`src/rtl/prlc_regs.vh`:
```
// constants of the psram latency and refresh configuration block
// assumes a 20 ns core clock and a 32-bit apb register bus
`ifndef PRLC_REGS_VH
`define PRLC_REGS_VH
// apb byte offsets
`define PRLC_OFF_LATPWR 4'h0
`define PRLC_OFF_REFSLP 4'h4
`define PRLC_OFF_STATUS 4'h8
// latency_power_config fields
`define PRLC_CR0_DPD 15
`define PRLC_CR0_DRV_HI 14
`define PRLC_CR0_DRV_LO 12
`define PRLC_CR0_LAT_HI 7
`define PRLC_CR0_LAT_LO 4
`define PRLC_CR0_FIX 3
`define PRLC_CR0_BST_HI 2
// refresh_sleep_config fields
`define PRLC_CR1_CLK 6
`define PRLC_CR1_HS 5
`define PRLC_CR1_PAR_HI 4
`define PRLC_CR1_PAR_LO 2
// reset values
`define PRLC_RST_DRV 3'h0
`define PRLC_RST_LAT 4'h2
`define PRLC_RST_FIX 1'b1
`define PRLC_RST_BST 3'h7
`define PRLC_RST_CLK 1'b1
`define PRLC_RST_PAR 3'h0
`define PRLC_RST_RFI 2'h1
`define PRLC_CR0_RSVD 4'hf
`define PRLC_CR1_RSVD 9'h1ff
// timing
`define PRLC_CLK_NS 20
`define PRLC_WINDOW_NS 64000000
`define PRLC_ROWS 4096
`define PRLC_DPD_IN_NS 3000
`define PRLC_REF_CYC 4
`endif

```
`src/rtl/prlc_sync.v`:
```
// two-flop synchroniser for pins arriving from outside the core clock
// assumes each bit is a slow level; no bus coherence between bits
module prlc_sync #(
   parameter W = 1,
   parameter [W-1:0] RSTV = {W{1'b0}}
) (
   // clock and reset
   input wire clk,
   input wire rst_n,
   // async level in, synchronised level out
   input wire [W-1:0] d,
   output reg [W-1:0] q
);
   reg [W-1:0] meta_q;

   always @(posedge clk)
   begin
      if (!rst_n)
      begin
         meta_q <= RSTV;
         q <= RSTV;
      end
      else
      begin
         meta_q <= d;
         q <= meta_q;
      end
   end
endmodule // prlc_sync

```
`src/rtl/prlc_top.v`:
```
// latency signalling, configuration and self-refresh control of a psram
// assumes apb master on clk; link pins sampled by clk (link clock much slower)
// Notes on behaviour
// - initial latency 3..7 clocks from field
// - latency resets to 7 clocks
// - pending refresh: strobe high, double latency
// - register writes: zero latency, immediate capture
// - refresh may overlap register write capture
// - fixed latency: strobe high, always double
// - fixed latency set at reset
// - drive strength field, resets to 000
// - writing 0 enters deep sleep, refresh stops
// - deep sleep watches select; exits on pulse
// - clock type: 1 single-ended, 0 differential
// - partial refresh field limits refreshed rows
// - retention sleep set by write, select clears
// - interval field read-only, reads 01
// - refresh only while idle or in register write data
// - single rows spread evenly over window
// - deep sleep exit equals power-on state
//
// The APB slave port and the placing of the registers were left to the implementer.
`include "prlc_regs.vh"
module prlc_top #(
   parameter ROW_BITS = 12
) (
   // clock and reset
   input wire clk,
   input wire rst_n,
   // apb slave
   input wire psel,
   input wire penable,
   input wire pwrite,
   input wire [3:0] paddr,
   input wire [31:0] pwdata,
   output reg [31:0] prdata,
   output reg pready,
   output reg pslverr,
   // link pins
   input wire cs_n_pin,
   input wire ck_pin,
   input wire [7:0] dq_pin,
   output reg strobe_mask_pin_o,
   output reg strobe_mask_pin_oe,
   // status towards the array and pads
   output reg data_phase,
   output reg [2:0] drive_strength,
   output reg clock_single_ended,
   output reg deep_sleep_state,
   output reg retention_sleep_state,
   output reg refresh_strobe,
   output reg [ROW_BITS-1:0] refresh_row
);
   localparam ROW_NS = `PRLC_WINDOW_NS / `PRLC_ROWS;
   localparam ROW_CYC = ROW_NS / `PRLC_CLK_NS;
   localparam DPD_CYC = `PRLC_DPD_IN_NS / `PRLC_CLK_NS;
   localparam [3:0] L_IDLE = 4'h1;
   localparam [3:0] L_CA = 4'h2;
   localparam [3:0] L_LAT = 4'h4;
   localparam [3:0] L_DATA = 4'h8;

   // latency clocks for a field value; reserved codes fall back to 7
   function [3:0] lat_clocks;
      input [3:0] f;
      begin
         case (f)
            4'h0: lat_clocks = 4'h5;
            4'h1: lat_clocks = 4'h6;
            4'he: lat_clocks = 4'h3;
            4'hf: lat_clocks = 4'h4;
            default: lat_clocks = 4'h7;
         endcase
      end
   endfunction

   // is the row inside the partial refresh range
   function in_range;
      input [2:0] par;
      input [ROW_BITS-1:0] row;
      begin
         case (par)
            3'h0: in_range = 1'b1;
            3'h1: in_range = ~row[ROW_BITS-1];
            3'h2: in_range = (row[ROW_BITS-1 -: 2] == 2'h0);
            3'h3: in_range = (row[ROW_BITS-1 -: 3] == 3'h0);
            3'h5: in_range = row[ROW_BITS-1];
            3'h6: in_range = (row[ROW_BITS-1 -: 2] == 2'h3);
            3'h7: in_range = (row[ROW_BITS-1 -: 3] == 3'h7);
            default: in_range = 1'b0;
         endcase
      end
   endfunction

   wire [9:0] pins_s;
   wire cs_n_s;
   wire ck_s;
   wire [7:0] dq_s;
   reg cs_n_d_q;
   reg ck_d_q;
   reg [3:0] st_q;
   reg [2:0] ecnt_q;
   reg [4:0] lcnt_q;
   reg [3:0] lat_txn_q;
   reg dbl_q;
   reg is_read_q;
   reg is_reg_q;
   reg reg_sel_q;
   reg byte_n_q;
   reg [7:0] hi_byte_q;
   reg [2:0] ctl_q;
   reg [3:0] lat_q;
   reg fix_q;
   reg dpd_bit_q;
   reg hs_q;
   reg [2:0] par_q;
   reg [15:0] dpd_cnt_q;
   reg [15:0] row_tmr_q;
   reg [ROW_BITS-1:0] row_q;
   reg [ROW_BITS-1:0] pend_row_q;
   reg ref_pend_q;
   reg [2:0] ref_cnt_q;
   reg ref_busy_q;
   // combinational write path shared by link and apb
   reg wr_en;
   reg wr_cr0;
   reg [15:0] wd;

   prlc_sync #(.W(10), .RSTV(10'h200)) u_sync (
      .clk(clk),
      .rst_n(rst_n),
      .d({cs_n_pin, ck_pin, dq_pin}),
      .q(pins_s)
   );
   assign cs_n_s = pins_s[9];
   assign ck_s = pins_s[8];
   assign dq_s = pins_s[7:0];

   wire cs_fall = cs_n_d_q & ~cs_n_s;
   wire cs_rise = ~cs_n_d_q & cs_n_s;
   wire ck_rise = ck_s & ~ck_d_q;
   wire ck_edge = ck_s ^ ck_d_q;
   wire apb_go = psel & penable & pready;
   wire apb_wr = apb_go & pwrite;
   wire link_wr = st_q[3] & is_reg_q & ~is_read_q & ck_edge & byte_n_q;
   wire ref_tick = (row_tmr_q == ROW_CYC - 1);
   wire reg_wr_data = st_q[3] & is_reg_q & ~is_read_q;
   // refresh never starts inside an array access; a register write is harmless
   wire ref_go = ref_pend_q & ~ref_busy_q & (st_q[0] | reg_wr_data);
   wire exit_dpd = deep_sleep_state & cs_rise;
   // refresh must already be quiet in the cycle deep sleep is entered
   wire dpd_enter = ~dpd_bit_q & ~deep_sleep_state & (dpd_cnt_q == DPD_CYC - 1);
   wire [15:0] cr0_rd = {dpd_bit_q, drive_strength, `PRLC_CR0_RSVD, lat_q, fix_q, ctl_q};
   wire [15:0] cr1_rd = {`PRLC_CR1_RSVD, clock_single_ended, hs_q, par_q, `PRLC_RST_RFI};

   always @*
   begin
      wr_en = 1'b0;
      wr_cr0 = 1'b0;
      wd = 16'h0000;
      if (link_wr)
      begin
         wr_en = 1'b1;
         wr_cr0 = ~reg_sel_q;
         wd = {hi_byte_q, dq_s};
      end
      else if (apb_wr)
      begin
         if (paddr == `PRLC_OFF_LATPWR)
         begin
            wr_en = 1'b1;
            wr_cr0 = 1'b1;
            wd = pwdata[15:0];
         end
         else if (paddr == `PRLC_OFF_REFSLP)
         begin
            wr_en = 1'b1;
            wd = pwdata[15:0];
         end
      end
   end

   // apb slave: zero wait states, ready registered
   always @(posedge clk)
   begin
      if (!rst_n)
      begin
         pready <= 1'b0;
         pslverr <= 1'b0;
         prdata <= 32'h00000000;
      end
      else
      begin
         pready <= psel & ~penable;
         pslverr <= 1'b0;
         if (psel & ~penable)
         begin
            prdata <= 32'h00000000;
            if (paddr == `PRLC_OFF_LATPWR)
               prdata <= {16'h0000, cr0_rd};
            else if (paddr == `PRLC_OFF_REFSLP)
               prdata <= {16'h0000, cr1_rd};
            else if (paddr == `PRLC_OFF_STATUS)
               prdata <= {24'h000000, st_q, ref_busy_q, ref_pend_q, hs_q, deep_sleep_state};
            else
               pslverr <= 1'b1;
         end
      end
   end

   // configuration, sleep states and link sequencing
   always @(posedge clk)
   begin
      if (!rst_n || exit_dpd)
      begin
         drive_strength <= `PRLC_RST_DRV;
         lat_q <= `PRLC_RST_LAT;
         fix_q <= `PRLC_RST_FIX;
         ctl_q <= `PRLC_RST_BST;
         dpd_bit_q <= 1'b1;
         clock_single_ended <= `PRLC_RST_CLK;
         hs_q <= 1'b0;
         par_q <= `PRLC_RST_PAR;
         deep_sleep_state <= 1'b0;
         retention_sleep_state <= 1'b0;
         dpd_cnt_q <= 16'h0000;
         cs_n_d_q <= 1'b1;
         ck_d_q <= 1'b0;
         st_q <= L_IDLE;
         ecnt_q <= 3'h0;
         lcnt_q <= 5'h00;
         lat_txn_q <= 4'h7;
         dbl_q <= 1'b0;
         is_read_q <= 1'b0;
         is_reg_q <= 1'b0;
         reg_sel_q <= 1'b0;
         byte_n_q <= 1'b0;
         hi_byte_q <= 8'h00;
         strobe_mask_pin_o <= 1'b0;
         strobe_mask_pin_oe <= 1'b0;
         data_phase <= 1'b0;
      end
      else
      begin
         cs_n_d_q <= cs_n_s;
         ck_d_q <= ck_s;
         // select low ends retention sleep; a same-cycle write below wins
         if (cs_fall & hs_q)
            hs_q <= 1'b0;
         if (wr_en & wr_cr0)
         begin
            dpd_bit_q <= wd[`PRLC_CR0_DPD];
            drive_strength <= wd[`PRLC_CR0_DRV_HI:`PRLC_CR0_DRV_LO];
            lat_q <= wd[`PRLC_CR0_LAT_HI:`PRLC_CR0_LAT_LO];
            fix_q <= wd[`PRLC_CR0_FIX];
            ctl_q <= wd[`PRLC_CR0_BST_HI:0];
         end
         else if (wr_en)
         begin
            clock_single_ended <= wd[`PRLC_CR1_CLK];
            hs_q <= wd[`PRLC_CR1_HS];
            par_q <= wd[`PRLC_CR1_PAR_HI:`PRLC_CR1_PAR_LO];
         end
         retention_sleep_state <= hs_q & cs_n_s;
         // deep sleep entered at the latest entry time after the write
         if (!dpd_bit_q & !deep_sleep_state)
         begin
            if (dpd_cnt_q == DPD_CYC - 1)
               deep_sleep_state <= 1'b1;
            dpd_cnt_q <= dpd_cnt_q + 16'h0001;
         end
         data_phase <= 1'b0;
         // in deep sleep only select is watched: the link stays idle
         if (cs_rise | deep_sleep_state)
         begin
            st_q <= L_IDLE;
            strobe_mask_pin_oe <= 1'b0;
            strobe_mask_pin_o <= 1'b0;
         end
         else
         begin
            case (st_q)
               L_IDLE:
               begin
                  if (cs_fall)
                  begin
                     st_q <= L_CA;
                     ecnt_q <= 3'h0;
                     lat_txn_q <= lat_clocks(lat_q);
                     dbl_q <= fix_q | ref_pend_q | ref_busy_q;
                     strobe_mask_pin_oe <= 1'b1;
                     strobe_mask_pin_o <= fix_q | ref_pend_q | ref_busy_q;
                  end
               end
               L_CA:
               begin
                  if (ck_edge)
                  begin
                     ecnt_q <= ecnt_q + 3'h1;
                     if (ecnt_q == 3'h0)
                     begin
                        is_read_q <= dq_s[7];
                        is_reg_q <= dq_s[6];
                     end
                     if (ecnt_q == 3'h5)
                     begin
                        reg_sel_q <= dq_s[0];
                        byte_n_q <= 1'b0;
                        if (is_reg_q & ~is_read_q)
                        begin
                           // data follows at once, strobe released
                           st_q <= L_DATA;
                           strobe_mask_pin_oe <= 1'b0;
                           strobe_mask_pin_o <= 1'b0;
                        end
                        else
                        begin
                           st_q <= L_LAT;
                           lcnt_q <= dbl_q ? {lat_txn_q, 1'b0} : {1'b0, lat_txn_q};
                           strobe_mask_pin_oe <= is_read_q;
                           strobe_mask_pin_o <= 1'b0;
                        end
                     end
                  end
               end
               L_LAT:
               begin
                  if (ck_rise)
                  begin
                     lcnt_q <= lcnt_q - 5'h01;
                     if (lcnt_q == 5'h01)
                     begin
                        st_q <= L_DATA;
                        strobe_mask_pin_oe <= 1'b0;
                     end
                  end
               end
               L_DATA:
               begin
                  data_phase <= 1'b1;
                  if (reg_wr_data & ck_edge)
                  begin
                     byte_n_q <= ~byte_n_q;
                     hi_byte_q <= dq_s;
                  end
               end
               default:
                  st_q <= L_IDLE;
            endcase
         end
      end
   end

   // distributed refresh: one row per slot, spread over the window
   always @(posedge clk)
   begin
      if (!rst_n || exit_dpd)
      begin
         row_tmr_q <= 16'h0000;
         row_q <= {ROW_BITS{1'b0}};
         pend_row_q <= {ROW_BITS{1'b0}};
         ref_pend_q <= 1'b0;
         ref_busy_q <= 1'b0;
         ref_cnt_q <= 3'h0;
         refresh_strobe <= 1'b0;
         refresh_row <= {ROW_BITS{1'b0}};
      end
      else
      begin
         refresh_strobe <= 1'b0;
         if (deep_sleep_state | dpd_enter)
         begin
            ref_pend_q <= 1'b0;
            ref_busy_q <= 1'b0;
            row_tmr_q <= 16'h0000;
         end
         else
         begin
            row_tmr_q <= ref_tick ? 16'h0000 : row_tmr_q + 16'h0001;
            if (ref_go)
            begin
               ref_pend_q <= 1'b0;
               ref_busy_q <= 1'b1;
               ref_cnt_q <= 3'h0;
               refresh_row <= pend_row_q;
            end
            else if (ref_busy_q)
            begin
               ref_cnt_q <= ref_cnt_q + 3'h1;
               if (ref_cnt_q == `PRLC_REF_CYC - 1)
               begin
                  ref_busy_q <= 1'b0;
                  refresh_strobe <= 1'b1;
               end
            end
            // a new slot wins over the clear of the previous one
            if (ref_tick)
            begin
               row_q <= row_q + {{(ROW_BITS-1){1'b0}}, 1'b1};
               if (in_range(par_q, row_q))
               begin
                  ref_pend_q <= 1'b1;
                  pend_row_q <= row_q;
               end
            end
         end
      end
   end
endmodule // prlc_top

```
`config.mk`:
```
export PLATFORM = sky130hd
export DESIGN_NAME = prlc_top
export DESIGN_NICKNAME = d
export VERILOG_FILES = /design/src/rtl/prlc_sync.v /design/src/rtl/prlc_top.v
export VERILOG_INCLUDE_DIRS = /design/src /design/src/rtl
export SDC_FILE = /design/constraint.sdc
export NUM_CORES = 1
export LEC_CHECK = 0
export BUFFER_PORTS_ARGS = -buffer_cell sky130_fd_sc_hd__buf_2
export CORE_MARGIN = 1
export CORE_UTILIZATION = 53
export DETAILED_ROUTE_END_ITERATION = 8
export GPL_ROUTABILITY_DRIVEN = 0
export GPL_TIMING_DRIVEN = 1
export HOLD_SLACK_MARGIN = 0.12
export PLACE_DENSITY = 0.71
export SETUP_SLACK_MARGIN = 0.2
export SYNTH_ARGS = -nofsm -noshare
export SYNTH_HDL_FRONTEND = slang
export SYNTH_HIERARCHICAL = 1
export SYNTH_SLANG_ARGS = --single-unit
```
`constraint.sdc`:
```
create_clock -name clk -period 2.8 [get_ports clk]
set_input_delay 0.28 -clock clk [delete_from_list [all_inputs] [get_ports clk]]
set_output_delay 0.28 -clock clk [all_outputs]
set_load 0.005 [all_outputs]
```
==> impl_metrics.ini, run 1 <==
[status]
status = complete, no violations

[layout]
layout_common_cells = 157 x dfxtp_1, 80 x nand2_1, 78 x nor2_1
diodes = 0
multi_input_area_sq_um = 3467
fillerInstances = 1078
syn_to_final_growth_pct = 17.42
final_nets = 925
final_common_cell = dfxtp_1
regArea_sq_um = 3143
drive_gt1_share_pct = 15.35

[pwr]
power_frac_comb_pct = 3.6
ir_drop_mv = 0.5232
pwr-share-seq_pct = 46.3
p_leak_nw = 3.151
p_switching_mw = 1.009
swShare_pct = 20.49
power.density_nw_per_um2 = 604.8
intPower_mw = 3.914
clockPowerShare_pct = 50.1
p_total_mw = 4.923

[yosys]
avgSynthCellArea_sq_um = 8.820
ys_ff_latch = 157
yosysSeqAreaShare_pct = 45.33
synth_edf_count = 0
syn-cell-area_sq_um = 6933
ys_warn_count = 6
ys_types = 63
syn_inst = 786
synthFlopType = dfxtp_1
async_flop_share_pct = 0

[critical_path]
slowest_stage = o31a_1
crit_buf_inv = 1
slowest_delay_ns = 0.50
path_cells = inv_1, ha_1, nor4bb_1, and2_1, o31a_1, a21oi_1, a211o_1
end_kind = flop
critPathKind = reg2reg
startpoint = ck_d_q
start_kind = flop
cpLargestDelayFamily = compound AO/OA/AOI/OAI gates
crit_required_ns = 3.11
r2r_start = ck_d_q
worstPathArrival_ns = 2.77
crit_fanout = 12

[detailed_routing]
totalWireLength_mm = 15.29
ant_nets = 0
drtPass1Iterations = 5
dr.first_iter.drc_count = 399
post_drt_wl_per_cell_um = 14.63
avgViaCountPerCell = 5.457
vias = 5703
drc = 0

[sta]
final-setup-viol-count = 0
worstMarginPinSlew_ns = 0.8230
timing.setup.tns_ns = 0
layout_min_cycle_time_ns = 2.458
fin_skew_ns = 0.006626
slew_viol_final = 0
fmax_mhz = 406.8
rsz0062_at_grt = false
fin_ws_ns = 0.3417
relSlewSlack_pct = 44.89
hold_viol = 0
holdWs_ns = 0.1427
fin_crit_sh_pct = 87.80

[global_route]
grt_usage_pct = 24.01
grt_pass1_vias = 5310
grt_max_degree = 48
gr-total-overflow = 0
antenna_found_initial = 0
grt_first_pass_wirelength_mm = 25.19

[place]
port_buffers = 70
dp_hpwl_mm = 10.79
dp_slack_ns = 0.4078

[clock_network]
ctsResizeCount = 0
clock_latency_ns = 0.42
cts_tree = done
clock_path_buffers = 2
htreeDepth = 4
cts_sinks = 157
ctsRootBufferMaster = clkbuf_16
cts_inserted_buffers = 17
cts_setup_buffers = 0
cts_hold_buffers = 11
clk_pin_slew_worst_paths_ns = 0.06

[floorplan]
die_w_um = 116.4
coreArea_sq_um = 12670
ioPinCount = 107
die_area_sq_um = 13540
start_util_pct = 54.72
die_h_um = 116.4
rows = 41

[worst_hold_path]
min_from = pwdata[13]
hp-class = in2reg

[flow_run]
drv_cap = 0
## logic make-up after synthesis
group	Yosys count	share of synthesized area [%]
other	1	0.05409
and+or+nand+nor	340	25.66
AOI/OAI and AO/OA	135	12.61
muxes	33	4.765
buffers and inverters	78	5.559
adders and majority gates	13	2.346
DFF	157	45.33
xor gates and xnor gates	29	3.664
## sequential cells by signal, summed over array words and instances (netlist names), 3 cells and up
register and count:
dpd_cnt_q 16, row_tmr_q 16, prdata 13, pend_row_q 12, refresh_row 12, row_q 12, u_sync/meta_q 10, u_sync/q 10
lcnt_q 5, hi_byte_q 4, lat_q 4, st_q 4, ctl_q 3, drive_strength 3, ecnt_q 3, lat_txn_q 3
par_q 3, ref_cnt_q 3
## power groups by stage
| stage | clock network (mW) | registers [mW] | logic (mW) |
|---|---|---|---|
| CTS | 2.50 | 2.28 | 0.176 |
| floorplan | 0 | 2.32 | 0.128 |
| global route | 2.60 | 2.28 | 0.200 |
| detailed placement | 0 | 2.33 | 0.164 |
| finish | 2.47 | 2.28 | 0.178 |
| global placement | 0 | 2.33 | 0.159 |
## cells in the mapped netlist (8+ instances only)
master    instances  area (sq um)
dfxtp_1         157          3143
nand2_1          80         300.3
nor2_1           78         292.8
o21ai_0          42         210.2
nand3_1          40         200.2
mux2i_1          33         330.3
clkbuf_1         28         105.1
a21oi_1          25         125.1
and2_1           23         143.9
buf_4            20         150.1
inv_1            19         71.32
and3_1           18         112.6
nor3_1           17         85.08
xnor2_1          17         148.9
ha_1             13         162.7
nand2b_1         13         81.33
nor2b_1          12         75.07
xor2_1           12         105.1
or3_1            11         68.82
a211oi_1         10         75.07
o211ai_1         10         75.07
buf_2             8         40.04
nand4_1           8         50.05
## final cells by class
class	count	share of cell area, %
Clock buffer	21	5.902
Clock inverter	10	1.967
Inverter	19	0.8761
Multi-Input combinational cell	566	42.59
Sequential cell	157	38.61
Tap cell	172	2.644
Timing Repair Buffer	100	7.409
## worst paths after layout
kind	end	slack [ns]	cells after the start
max	ctl_q[0]	0.34	7
min	drive_strength[1]	0.14	3
max reg2reg	ctl_q[0]	0.34	7
min reg2reg	u_sync/q[9]	0.42	1
## layer usage
layer | up-vias | global-route usage (%) | part of all wire (%)
met5 | - | 0 | 0
met4 | 0 | 9.915 | 2.1
met3 | 23 | 5.138 | 3.8
met2 | 127 | 42.49 | 50
met1 | 2688 | 28.09 | 44
li1 | 2865 | - | -
## through the flow
step | cells | util, % | area, sq um
floorplan | 801 | - | 6989
global placement | 1003 | 58.32 | 7390
detailed placement | 1003 | 58.32 | 7390
CTS | 1045 | 64.24 | 8140
global route | 1045 | 64.24 | 8140
finish | 1045 | 64.24 | 8140
## worst register-to-register path, delay by kind of cell (launching register included)
family                     cells  cell delay [ns]
and+or+nand+nor                2             0.82
AOI/OAI and AO/OA              3             0.90
DFF                            1             0.31
buffers and inverters          1             0.04
adders and majority gates      1             0.30
Note: power is estimated with default switching activity, not from simulation.
==> inputs of run 2 (changes only) <==
--- a/config.mk
+++ b/config.mk
@@ -6,14 +6,14 @@
 export SDC_FILE = /design/constraint.sdc
 export NUM_CORES = 1
 export LEC_CHECK = 0
-export BUFFER_PORTS_ARGS = -buffer_cell sky130_fd_sc_hd__buf_2
 export CORE_MARGIN = 1
 export CORE_UTILIZATION = 53
 export DETAILED_ROUTE_END_ITERATION = 8
+export DONT_BUFFER_PORTS = 1
 export GPL_ROUTABILITY_DRIVEN = 0
 export GPL_TIMING_DRIVEN = 1
 export HOLD_SLACK_MARGIN = 0.12
-export PLACE_DENSITY = 0.71
+export PLACE_DENSITY = 0.64
 export SETUP_SLACK_MARGIN = 0.2
 export SYNTH_ARGS = -nofsm -noshare
 export SYNTH_HDL_FRONTEND = slang
==> run 2 against run 1 <==
Net effect:
- maximum frequency increased by 2.8%
- setup slack better by 0.067 ns
- cell area down 3.5%
- sequential cell count unchanged
- final cell count decreased by 6.0%
- highest routed layer unchanged
==> impl_metrics.ini, run 2 (synthesized netlist as in run 1, its figures left out) <==
[status]
status = complete, no violations

[critical_path]
critPathKind = reg2reg
r2r_slack_ns = 0.41
slowest_delay_ns = 0.72
reg2reg_to = row_q[3]
crit_required_ns = 3.17
crit_fanout = 12
end_kind = flop
r2r_start = row_tmr_q[0]
ff2ff_path_depth = 7
worstPathArrival_ns = 2.76
start_kind = flop
path_cells = inv_1, ha_1, nor3b_1, and4_1, o211ai_1, or4b_2, a21oi_1
slowest_stage = or4b_2

[sta]
hold_viol = 0
fin_skew_ns = 0.009252
rsz0062_at_grt = false
timing.setup.tns_ns = 0
layout_min_cycle_time_ns = 2.392
fmax_mhz = 418.1
slew_viol_final = 0
final-setup-viol-count = 0
worstMarginPinSlew_ns = 1.114
fin_crit_sh_pct = 85.42
relSlewSlack_pct = 25.76

[global_route]
grt_first_pass_wirelength_mm = 24.74
grt_usage_pct = 23.60
antenna_found_initial = 0
grt_pass1_vias = 5168
gr-total-overflow = 0
grt_max_degree = 45

[detailed_routing]
vias = 5518
totalWireLength_mm = 15.18
dr.first_iter.drc_count = 376
post_drt_wl_per_cell_um = 15.46
drc = 0
ant_nets = 0
avgViaCountPerCell = 5.619
drtPass1Iterations = 5

[floorplan]
coreArea_sq_um = 12670
die_w_um = 116.4
rows = 41
ioPinCount = 107
die_area_sq_um = 13540
die_h_um = 116.4
start_util_pct = 54.72

[pwr]
p_total_mw = 4.848
p_switching_mw = 1.083
clockPowerShare_pct = 49.9
pwr-share-seq_pct = 47.1
power.density_nw_per_um2 = 617.4
p_leak_nw = 2.834
intPower_mw = 3.765
power_frac_comb_pct = 3.1
ir_drop_mv = 0.4118
swShare_pct = 22.34

[layout]
layout_common_cells = 157 x dfxtp_1, 79 x nand2_1, 78 x nor2_1
final_nets = 861
final_common_cell = dfxtp_1
drive_gt1_share_pct = 7.901
reg_top3 = dpd_cnt_q: 16 flops, row_tmr_q: 16 flops, prdata: 13 flops
final_cells = 982
fillerInstances = 1145
diodes = 0
syn_to_final_growth_pct = 13.26

[clock_network]
htreeDepth = 4
clock_path_buffers = 2
cts_tree = done
cts_sinks = 157
clock_latency_ns = 0.43
clk_pin_slew_worst_paths_ns = 0.07
ctsRootBufferMaster = clkbuf_16
cts_inserted_buffers = 17

[worst_hold_path]
min_from = paddr[2]
hp-class = in2reg
hold-path-cell-count = 3
min_to = clock_single_ended

[place]
port_buffers = 0
place_inst = 931
dp_hpwl_mm = 10.48

[flow_run]
drv_cap = 0
[run 2: changes by cell type in the layout (fill, tap and decap cells not counted), moves of 2 or more]
| cell | before | now |
|---|---|---|
| dlygate4sd3_1 | 11 | 18 |
| inv_6 | 1 | 4 |
| buf_2 | 70 | 0 |
| clkbuf_8 | 4 | 1 |
| buf_4 | 19 | 16 |
| clkinvlp_4 | 1 | 3 |
| clkinv_2 | 3 | 1 |
[run 2: per-layer routing]
metal / wire [um] / vias to the layer above / GRT usage, %
li1: - / 2746 / -
met1: 6621 / 2617 / 27.88
met2: 7567 / 123 / 41.22
met3: 609 / 32 / 4.878
met4: 380 / 0 / 10.51
met5: 0 / - / 0
[run 2: final cells by class]
type                            count  area, sq um  area share (%)
Sequential cell                   157         3143           40.03
Timing Repair Buffer               36        332.8           4.238
Clock buffer                       18        439.2           5.593
Multi-Input combinational cell    566         3470           44.18
Inverter                           19        71.32          0.9082
Tap cell                          172        215.2           2.741
Clock inverter                     14        181.4           2.310
[run 2: how the worst max path moves through the flow]
| stage | from | end | slack, ns | depth (start not counted) |
|---|---|---|---|---|
| after detailed placement | row_tmr_q[0] | row_q[3] | 0.47 | 7 |
| final | row_tmr_q[0] | row_q[3] | 0.41 | 7 |
| after global routing | row_tmr_q[0] | row_q[9] | 0.24 | 8 |
| after floorplan | ck_d_q | dpd_bit_q | 0.77 | 9 |
| after global placement | row_tmr_q[0] | row_q[3] | 0.58 | 7 |
| after CTS | rst_n | row_tmr_q[13] | 0.44 | 4 |
[run 2: worst max-delay path: cells and delay by family, from the launching register on]
kind	cells	cell delay, ns
and+or+nand+nor	3	1.26
AOI/OAI and AO/OA	2	0.51
DFF	1	0.35
adders and majority gates	1	0.13
buffers and inverters	1	0.07
[run 2: power by group through the flow]
stage	combinational [mW]	clock, mW	sequential, mW
3_5_place_dp	0.117	0	2.33
5_1_grt	0.168	2.55	2.28
4_1_cts	0.148	2.45	2.28
6_report	0.149	2.42	2.28
2_1_floorplan	0.128	0	2.32
3_3_place_gp	0.115	0	2.33
[run 2: per-stage QoR]
step                util [%]  cell area [sq um]  hold WS [ns]  setup slack (ns)
finish                 61.97               7853        0.1366            0.4082
global route           61.97               7853        0.1477            0.2400
detailed placement     55.55               7039        0.3657            0.4700
CTS                    61.95               7850        0.1205            0.4371
global placement       55.55               7039        0.3638            0.5826
floorplan                  -               6989        0.3815            0.7675
[run 2: timing repair]
item / 4_1_cts / 5_1_grt
hold buffers: 19 / 0
endpoints found under the setup margin: 0 / 10
resized for setup: 0 / 1
endpoints found under the hold margin: 50 / 0
setup buffers: 0 / 0
